$ cat config.mk
export PLATFORM = sky130hd
export DESIGN_NAME = fdsc_ctrl
export DESIGN_NICKNAME = d
export VERILOG_FILES = /design/src/fdsc_ctrl.v
export VERILOG_INCLUDE_DIRS = /design/src
export SDC_FILE = /design/constraint.sdc
export NUM_CORES = 2
export LEC_CHECK = 0
export ABC_AREA = 1
export BUFFER_PORTS_ARGS = -buffer_cell sky130_fd_sc_hd__buf_2
export CAP_MARGIN = 20
export CORE_MARGIN = 3
export CORE_UTILIZATION = 34
export CTS_CLUSTER_DIAMETER = 30
export DETAILED_ROUTE_END_ITERATION = 16
export PLACE_DENSITY = 0.61
export SYNTH_ARGS = -nofsm -noshare
export SYNTH_HDL_FRONTEND = slang
export SYNTH_SLANG_ARGS = --single-unit
$ cat constraint.sdc
create_clock -name clk -period 7.2 [get_ports clk]
set_input_delay 0 -clock clk [delete_from_list [all_inputs] [get_ports clk]]
set_output_delay 0 -clock clk [all_outputs]
set_load 0.05 [all_outputs]
$ cat src/fdsc_regs.vh
/*
 Constants for the float dispatch and speculation controller.
 Assumes inclusion by the single design file; definitions only.
*/
`ifndef FDSC_REGS_VH
`define FDSC_REGS_VH
`define FDSC_DEPTH      3'h4
`define FDSC_PTR_W      2
`define FDSC_CNT_W      3
`define FDSC_DATA_W     64
`define FDSC_INSN_W     32
`define FDSC_ADDR_W     32
`define FDSC_STATE_W    64
`define FDSC_RUN        2'h0
`define FDSC_HALT       2'h1
`define FDSC_RESTORE    2'h2
`endif

$ cat src/fdsc_ctrl.v
/*
 Float dispatch and speculation controller: float queue, checkpoints,
 speculation level and an ordered speculative write buffer.
 Assumes the integer pipeline holds each request until accepted and
 the float unit reports completion and faults in queue order.
*/
`timescale 1ns/1ps
`default_nettype none
`include "fdsc_regs.vh"
module fdsc_ctrl (
    // Clock and reset
    input  wire                        clk,
    input  wire                        arst_n,
    // Address calc stage two request
    input  wire                        ac2_valid,
    input  wire                        ac2_primary_pipe,
    input  wire                        ac2_xlate_fault,
    input  wire [`FDSC_INSN_W-1:0]     ac2_insn,
    input  wire [`FDSC_DATA_W-1:0]     ac2_operand,
    input  wire [`FDSC_STATE_W-1:0]    ac2_state,
    output reg                         ac2_accept_ff,
    output reg                         ac2_fault_ff,
    // Decode side stop conditions
    input  wire                        dec_branch_or_float,
    input  wire                        dec_unsaved_write,
    input  wire                        dec_fault,
    output reg                         spec_halt_ff,
    output reg  [`FDSC_CNT_W-1:0]      spec_level_ff,
    // Speculative integer writes
    input  wire                        wr_valid,
    input  wire [`FDSC_ADDR_W-1:0]     wr_addr,
    input  wire [`FDSC_DATA_W-1:0]     wr_data,
    output reg                         wr_accept_ff,
    // Float unit
    output reg                         float_unit_valid_ff,
    output reg  [`FDSC_INSN_W-1:0]     float_unit_insn_ff,
    output reg  [`FDSC_DATA_W-1:0]     float_unit_operand_ff,
    input  wire                        float_unit_ready,
    input  wire                        float_unit_done,
    input  wire                        float_unit_exc,
    // Ordered external writes
    output reg                         ext_wr_valid_ff,
    output reg  [`FDSC_ADDR_W-1:0]     ext_wr_addr_ff,
    output reg  [`FDSC_DATA_W-1:0]     ext_wr_data_ff,
    input  wire                        ext_wr_ready,
    // Restore and exception report
    output reg                         restore_ff,
    output reg  [`FDSC_STATE_W-1:0]    restore_state_ff,
    output reg                         exc_report_ff
);
    // Speculation states
    localparam [1:0] ST_RUN     = `FDSC_RUN;
    localparam [1:0] ST_HALT    = `FDSC_HALT;
    localparam [1:0] ST_RESTORE = `FDSC_RESTORE;

    // Float queue, checkpoints and write buffer entries
    reg  [`FDSC_INSN_W-1:0]  q_insn_ff  [0:3];
    reg  [`FDSC_DATA_W-1:0]  q_opnd_ff  [0:3];
    reg  [`FDSC_STATE_W-1:0] ckpt_ff    [0:3];
    reg  [`FDSC_ADDR_W-1:0]  wb_addr_ff [0:3];
    reg  [`FDSC_DATA_W-1:0]  wb_data_ff [0:3];
    reg  [`FDSC_CNT_W-1:0]   wb_tag_ff  [0:3];

    // Pointers, counters and state
    reg  [`FDSC_PTR_W-1:0]   q_wr_ff;
    reg  [`FDSC_PTR_W-1:0]   q_rd_ff;
    reg  [`FDSC_PTR_W-1:0]   q_sent_ff;
    reg  [`FDSC_CNT_W-1:0]   q_issue_cnt_ff;
    reg  [`FDSC_PTR_W-1:0]   wb_wr_ff;
    reg  [`FDSC_PTR_W-1:0]   wb_rd_ff;
    reg  [`FDSC_CNT_W-1:0]   wb_cnt_ff;
    reg  [1:0]               state_ff;

    // Next values
    reg  [`FDSC_PTR_W-1:0]   nxt_q_wr;
    reg  [`FDSC_PTR_W-1:0]   nxt_q_rd;
    reg  [`FDSC_PTR_W-1:0]   nxt_q_sent;
    reg  [`FDSC_CNT_W-1:0]   nxt_q_issue_cnt;
    reg  [`FDSC_CNT_W-1:0]   nxt_spec_level;
    reg  [`FDSC_PTR_W-1:0]   nxt_wb_wr;
    reg  [`FDSC_PTR_W-1:0]   nxt_wb_rd;
    reg  [`FDSC_CNT_W-1:0]   nxt_wb_cnt;
    reg  [1:0]               nxt_state;
    reg                      nxt_spec_halt;
    reg                      nxt_fu_valid;
    reg  [`FDSC_INSN_W-1:0]  nxt_fu_insn;
    reg  [`FDSC_DATA_W-1:0]  nxt_fu_operand;
    reg                      nxt_ext_valid;
    reg  [`FDSC_ADDR_W-1:0]  nxt_ext_addr;
    reg  [`FDSC_DATA_W-1:0]  nxt_ext_data;
    reg  [`FDSC_STATE_W-1:0] nxt_restore_state;
    reg                      fu_load;

    // Request qualification
    wire                     halt_st  = (state_ff == ST_HALT);
    wire                     q_full   = (spec_level_ff == `FDSC_DEPTH);
    wire                     wb_full  = (wb_cnt_ff == `FDSC_DEPTH);
    wire                     stop_now = (dec_branch_or_float && q_full) || dec_fault ||
                                        wb_full || dec_unsaved_write;
    wire                     can_take = ac2_valid && ac2_primary_pipe &&
                                        !ac2_xlate_fault && !q_full &&
                                        !ac2_accept_ff && (state_ff != ST_RESTORE);
    wire                     fdone    = float_unit_done && (spec_level_ff != 3'h0);
    wire                     fexc     = fdone && float_unit_exc;
    wire                     take     = can_take && !fexc;
    wire                     send     = float_unit_valid_ff && float_unit_ready;
    // Oldest buffered write may leave once all floats older than it completed
    wire                     wb_head_ok = (wb_cnt_ff != 3'h0) &&
                                          (wb_tag_ff[wb_rd_ff] == 3'h0);
    wire                     wb_pop   = wb_head_ok && (!ext_wr_valid_ff || ext_wr_ready) &&
                                        !fexc;
    wire                     wb_push  = wr_valid && !wb_full && !wr_accept_ff && !fexc &&
                                        !restore_ff;
    wire [3:0]               q_we;
    wire [3:0]               wb_we;
    integer                  i;

    // Per-entry write enables
    genvar g;
    generate
        for (g = 0; g < 4; g = g + 1) begin : g_we
            localparam [`FDSC_PTR_W-1:0] IDX = g;
            assign q_we[g]  = take && (q_wr_ff == IDX);
            assign wb_we[g] = wb_push && (wb_wr_ff == IDX);
        end
    endgenerate

    // Halt holds until the level drains; restore clears it
    always @* begin
        nxt_state = state_ff;
        case (state_ff)
            ST_RUN, ST_RESTORE: begin
                if (stop_now && !wb_full)
                    nxt_state = ST_HALT;
                else
                    nxt_state = ST_RUN;
            end
            ST_HALT: begin
                if (spec_level_ff != 3'h0 || (stop_now && !wb_full))
                    nxt_state = ST_HALT;
                else
                    nxt_state = ST_RUN;
            end
            default: begin
                nxt_state = ST_RUN;
            end
        endcase
        if (fexc)
            nxt_state = ST_RESTORE;
    end

    always @* begin
        if (fexc)
            nxt_spec_halt = 1'b0;
        else
            nxt_spec_halt = stop_now || (halt_st && spec_level_ff != 3'h0);
    end

    // Issue queued ops to the float unit in order
    always @* begin
        fu_load        = (send || !float_unit_valid_ff) && (q_issue_cnt_ff != 3'h0) && !fexc;
        nxt_fu_valid   = float_unit_valid_ff;
        nxt_fu_insn    = float_unit_insn_ff;
        nxt_fu_operand = float_unit_operand_ff;
        nxt_q_sent     = q_sent_ff;
        if (fu_load) begin
            nxt_fu_valid   = 1'b1;
            nxt_fu_insn    = q_insn_ff[q_sent_ff];
            nxt_fu_operand = q_opnd_ff[q_sent_ff];
            nxt_q_sent     = q_sent_ff + 2'h1;
        end else if (send || fexc) begin
            nxt_fu_valid   = 1'b0;
        end
        if (fexc)
            nxt_q_sent = 2'h0;
    end

    // Queue pointers and speculation level
    always @* begin
        nxt_q_wr        = q_wr_ff;
        nxt_q_rd        = q_rd_ff;
        nxt_q_issue_cnt = q_issue_cnt_ff;
        nxt_spec_level  = spec_level_ff;
        if (fexc) begin
            nxt_q_wr        = 2'h0;
            nxt_q_rd        = 2'h0;
            nxt_q_issue_cnt = 3'h0;
            nxt_spec_level  = 3'h0;
        end else begin
            if (take)
                nxt_q_wr = q_wr_ff + 2'h1;
            if (fdone)
                nxt_q_rd = q_rd_ff + 2'h1;
            nxt_q_issue_cnt = q_issue_cnt_ff + (take ? 3'h1 : 3'h0)
                              - (fu_load ? 3'h1 : 3'h0);
            nxt_spec_level  = spec_level_ff + (take ? 3'h1 : 3'h0)
                              - (fdone ? 3'h1 : 3'h0);
        end
    end

    // Write buffer pointers
    always @* begin
        nxt_wb_wr  = wb_wr_ff;
        nxt_wb_rd  = wb_rd_ff;
        nxt_wb_cnt = wb_cnt_ff;
        if (fexc) begin
            nxt_wb_wr  = 2'h0;
            nxt_wb_rd  = 2'h0;
            nxt_wb_cnt = 3'h0;
        end else begin
            if (wb_push)
                nxt_wb_wr = wb_wr_ff + 2'h1;
            if (wb_pop)
                nxt_wb_rd = wb_rd_ff + 2'h1;
            nxt_wb_cnt = wb_cnt_ff + (wb_push ? 3'h1 : 3'h0) - (wb_pop ? 3'h1 : 3'h0);
        end
    end

    // External write stands until taken
    always @* begin
        nxt_ext_valid = ext_wr_valid_ff;
        nxt_ext_addr  = ext_wr_addr_ff;
        nxt_ext_data  = ext_wr_data_ff;
        if (wb_pop) begin
            nxt_ext_valid = 1'b1;
            nxt_ext_addr  = wb_addr_ff[wb_rd_ff];
            nxt_ext_data  = wb_data_ff[wb_rd_ff];
        end else if (ext_wr_ready) begin
            nxt_ext_valid = 1'b0;
        end
    end

    // Roll back to the oldest checkpoint
    always @* begin
        nxt_restore_state = restore_state_ff;
        if (fexc)
            nxt_restore_state = ckpt_ff[q_rd_ff];
    end

    // Entry storage
    always @(posedge clk or negedge arst_n) begin
        if (!arst_n) begin
            for (i = 0; i < 4; i = i + 1) begin
                q_insn_ff[i]  <= 32'h0;
                q_opnd_ff[i]  <= 64'h0;
                ckpt_ff[i]    <= 64'h0;
                wb_addr_ff[i] <= 32'h0;
                wb_data_ff[i] <= 64'h0;
                wb_tag_ff[i]  <= 3'h0;
            end
        end else begin
            for (i = 0; i < 4; i = i + 1) begin
                if (q_we[i]) begin
                    q_insn_ff[i] <= ac2_insn;
                    q_opnd_ff[i] <= ac2_operand;
                    ckpt_ff[i]   <= ac2_state;
                end
                // Writes tagged with floats outstanding; completions count down
                if (wb_we[i]) begin
                    wb_addr_ff[i] <= wr_addr;
                    wb_data_ff[i] <= wr_data;
                    wb_tag_ff[i]  <= spec_level_ff - (fdone ? 3'h1 : 3'h0);
                end else if (fdone && !fexc && wb_tag_ff[i] != 3'h0) begin
                    wb_tag_ff[i]  <= wb_tag_ff[i] - 3'h1;
                end
            end
        end
    end

    // Control registers
    always @(posedge clk or negedge arst_n) begin
        if (!arst_n) begin
            q_wr_ff               <= 2'h0;
            q_rd_ff               <= 2'h0;
            q_sent_ff             <= 2'h0;
            q_issue_cnt_ff        <= 3'h0;
            spec_level_ff         <= 3'h0;
            wb_wr_ff              <= 2'h0;
            wb_rd_ff              <= 2'h0;
            wb_cnt_ff             <= 3'h0;
            state_ff              <= ST_RUN;
            ac2_accept_ff         <= 1'b0;
            ac2_fault_ff          <= 1'b0;
            wr_accept_ff          <= 1'b0;
            spec_halt_ff          <= 1'b0;
            float_unit_valid_ff   <= 1'b0;
            float_unit_insn_ff    <= 32'h0;
            float_unit_operand_ff <= 64'h0;
            ext_wr_valid_ff       <= 1'b0;
            ext_wr_addr_ff        <= 32'h0;
            ext_wr_data_ff        <= 64'h0;
            restore_ff            <= 1'b0;
            restore_state_ff      <= 64'h0;
            exc_report_ff         <= 1'b0;
        end else begin
            q_wr_ff               <= nxt_q_wr;
            q_rd_ff               <= nxt_q_rd;
            q_sent_ff             <= nxt_q_sent;
            q_issue_cnt_ff        <= nxt_q_issue_cnt;
            spec_level_ff         <= nxt_spec_level;
            wb_wr_ff              <= nxt_wb_wr;
            wb_rd_ff              <= nxt_wb_rd;
            wb_cnt_ff             <= nxt_wb_cnt;
            state_ff              <= nxt_state;
            ac2_accept_ff         <= take;
            ac2_fault_ff          <= ac2_valid && ac2_primary_pipe && ac2_xlate_fault &&
                                     !ac2_fault_ff;
            wr_accept_ff          <= wb_push;
            spec_halt_ff          <= nxt_spec_halt;
            float_unit_valid_ff   <= nxt_fu_valid;
            float_unit_insn_ff    <= nxt_fu_insn;
            float_unit_operand_ff <= nxt_fu_operand;
            ext_wr_valid_ff       <= nxt_ext_valid;
            ext_wr_addr_ff        <= nxt_ext_addr;
            ext_wr_data_ff        <= nxt_ext_data;
            restore_ff            <= fexc;
            restore_state_ff      <= nxt_restore_state;
            exc_report_ff         <= fexc;
        end
    end
endmodule // fdsc_ctrl
`default_nettype wire

==> results_dict.tcl <==
set metrics [dict create \
    status "complete, no violations" \
    p_total_w 0.04157 \
    grt_max_degree 233 \
    cp-start-kind "flop" \
    clkSlewWorstSetupHoldPaths_ns 0.04 \
    num_rows 153 \
    async_flop_share 1.000 \
    grt_pass1_wl_um 327400 \
    synthAdderAreaFrac 0.006032 \
    power_density_mw_per_mm2 511.0 \
    p_leak_nw 41.46 \
    yosysTopAreaCell "dfrtp_1" \
    yosysWarnings 0 \
    nets 8600 \
    ir_worst_vdd_uv 373.8 \
    final_hold_viol_count 0 \
    place_congestion 0.8487 \
    routed_wl_um 208400 \
    synth_flop_cell "dfrtp_1" \
    reg2reg_depth 8 \
    place_hpwl_um 107200 \
    synthCells 7407 \
    drv_cap 0 \
    synth_top_cell_area_share 0.5525 \
    post-cts-setup-buffer-count 0 \
    tns_ns 0 \
    initial_core_util 0.3429 \
    fp.dieArea_mm2 0.1808 \
    drcViolationCount 0 \
    slew_headroom 0.2031 \
    synth_common_cells "2957 x nand2_1, 1319 x dfrtp_1, 744 x o21ai_0" \
    synth-compound-area-share 0.08302 \
    worstSetupEndpointType "flop" \
    ant_nets 0 \
    slowest_stage "buf_4" \
    root_buffer "clkbuf_16" \
    antenna_found_initial 41 \
    synth_seq_cells 1319 \
    timing.final.crit_share 0.6236 \
    rsz0062_at_grt "false" \
    cts_buffers 356 \
    grt_usage 0.2261 \
    grt_pass1_vias 56747 \
    required_ns 7.98 \
    first_pass_iters 6 \
    critPathMaxStageDelay_ns 0.93 \
    cts.repair.resized 0 \
    worstSkewPairLatency_ns 0.93 \
    crit_chain "nand2_1 -> nand4_1 -> dlygate4sd3_1 -> nor2_4 -> buf_4 -> buf_4 -> nand4_1 -> nand2_1" \
    avgSynthCellArea_um2 8.065 \
    io_pins 536 \
    critPathTopFamily "buffers and inverters" \
    syn2layout_area_growth_pct 36.17 \
    cts_buffer_depth 4 \
    synth-simple-area-share 0.3024 \
    synthesis.nets 7703 \
    htree_levels 5 \
    setup_viol 0 \
    io_buffer_count 535 \
    drive_gt1_frac 0.1445 \
    viasPerCell 5.212 \
    syn_area_mm2 0.05974 \
    cp_num_cells 8 \
    synth_cell_type_count 29 \
    skew_ns 0.09067 \
    worst_slew_pin_slew_ns 1.195 \
    synth_top_family_by_area "simple AND/OR/NAND/NOR gates" \
    fin_util 0.4669 \
    path_buf_inv 3 \
    synth_edf_count 0 \
    hold_path_depth 4 \
    crit_fanout 100 \
    critical_path_arrival_ns 5.27 \
    critPathKind "flop to flop" \
    dieHeight_um 425.2 \
    cts_tree "built" \
    yosysMostFrequentCell "nand2_1" \
    slew_viol_final 0 \
    vias 57003 \
    max_freq_mhz 222.7 \
    grt.overflow.total 0 \
    period_minus_slack_ns 4.490 \
    cts.sinks 1319 \
    n_fill_cell 16422 \
    synth_xor_area_frac 0.001173 \
    coreArea_mm2 0.1742 \
    hold_path_class "input port to flop" \
    synth_mux_area_frac 0 \
    dr.first_iter.drc_count 5950 \
    synth_area_leaders "dfrtp_1 55%, nand2_1 19%, nand4_1 6.8%" \
    ys_seq_area_frac 0.5525 \
    reg2reg_slack_ns 2.71 \
    die_x_um 425.2 \
    wl_per_cell_um 19.06 \
]
worst register-to-register path: cells and delay by family, from the launching register on:
family	cells	cell delay [ns]
AND/OR/NAND/NOR	5	1.28
buffers and inverters	3	2.62
flip-flops	1	0.46
final timing paths:
path | start | end
hold / removal | ac2_state[7] | ckpt_ff[135]
max in group asynchronous | arst_n | q_opnd_ff[210]
setup reg to reg | exc_report_ff | q_opnd_ff[51]
setup / recovery | exc_report_ff | q_opnd_ff[51]
hold reg to reg | q_insn_ff[63] | q_insn_ff[63]
min in group asynchronous | arst_n | wb_data_ff[52]
metrics by stage:
stage                     hold WS [ns]  setup slack [ns]  cells  instance area, um2
after global routing          0.008226             2.582  10929               81330
after global placement         0.09601             3.067   9732               63590
after detailed placement       0.09668             3.032   9734               63650
after floorplan                -0.2956             4.129   7407               59740
after CTS                    0.0003326             2.792  10899               81220
final                          0.05659             2.710  10936               81340
flip-flops by register name, indices dropped and copies added, names as in the netlist, 2 cells and up:
register and count:
restore_state_ff 64, float_unit_operand_ff 64, wb_data_ff 256, q_opnd_ff 256, wb_addr_ff 128, wb_rd_ff 2
ckpt_ff 256, float_unit_insn_ff 32, q_issue_cnt_ff 3, q_insn_ff 128, q_sent_ff 2, q_wr_ff 2
spec_level_ff 3, wb_wr_ff 2, ext_wr_addr_ff 32, wb_tag_ff 12, q_rd_ff 2, ext_wr_data_ff 64
wb_cnt_ff 3
cell type report:
type	count	area, um2	area share
clock buffer	461	10050	0.1236
inverter	166	635.6	0.007814
clock inverter	169	2145	0.02636
sequential	1319	33030	0.4060
timing repair buffer	1143	8889	0.1093
tap	2325	2909	0.03576
antenna	35	87.58	0.001077
multi-input combinational	5318	23600	0.2901
placed cells by master (no fill, tap or decap), types with 7 or more instances in the layout:
| cell type | instances |
|---|---|
| nand3_1 | 136 |
| clkbuf_16 | 363 |
| clkinv_2 | 81 |
| o21ai_0 | 744 |
| inv_1 | 157 |
| nor2_1 | 544 |
| nand2_1 | 2956 |
| bufinv_16 | 45 |
| dlygate4sd3_1 | 535 |
| buf_2 | 534 |
| nor2_4 | 7 |
| buf_4 | 52 |
| diode_2 | 35 |
| clkinvlp_4 | 30 |
| dfrtp_1 | 1313 |
| clkbuf_1 | 38 |
| nand4_1 | 646 |
| o22ai_1 | 64 |
| clkbuf_8 | 60 |
| a21oi_1 | 102 |
| o21ai_1 | 65 |
| nand3_4 | 8 |
| buf_12 | 18 |
| ha_1 | 20 |
cell families (layout without fill, tap and decap cells):
| kind of cell | after synthesis | in the layout |
|---|---|---|
| AOI/OAI and AO/OA | 975 | 975 |
| xor gates and xnor gates | 8 | 8 |
| adders and majority gates | 27 | 27 |
| buffers and inverters | 770 | 1939 |
| DFF | 1319 | 1319 |
| other | 0 | 35 |
| and+or+nand+nor | 4308 | 4308 |
power breakdown:
group	total [W]	internal (W)	switching, W	leakage, nW
Sequential	0.0124	0.0106	0.00186	17.1
Clock	0.0160	0.0113	0.00465	5.98
Combinational	0.0132	0.00366	0.00952	18.4
layer usage:
| layer | wire length (um) | up-vias | track usage |
|---|---|---|---|
| li1 | - | 26285 | - |
| met1 | 84600 | 27777 | 0.2872 |
| met4 | 9617 | 8 | 0.1155 |
| met2 | 99280 | 2419 | 0.3654 |
| met5 | 41 | - | 0 |
| met3 | 14900 | 514 | 0.04553 |
timing repair:
| action | CTS | global route |
|---|---|---|
| setup endpoints to repair | 0 | 0 |
| hold buffers | 535 | 1 |
| hold endpoints to repair | 1494 | 1 |
No activity file was read; power rests on OpenSTA's default activity.
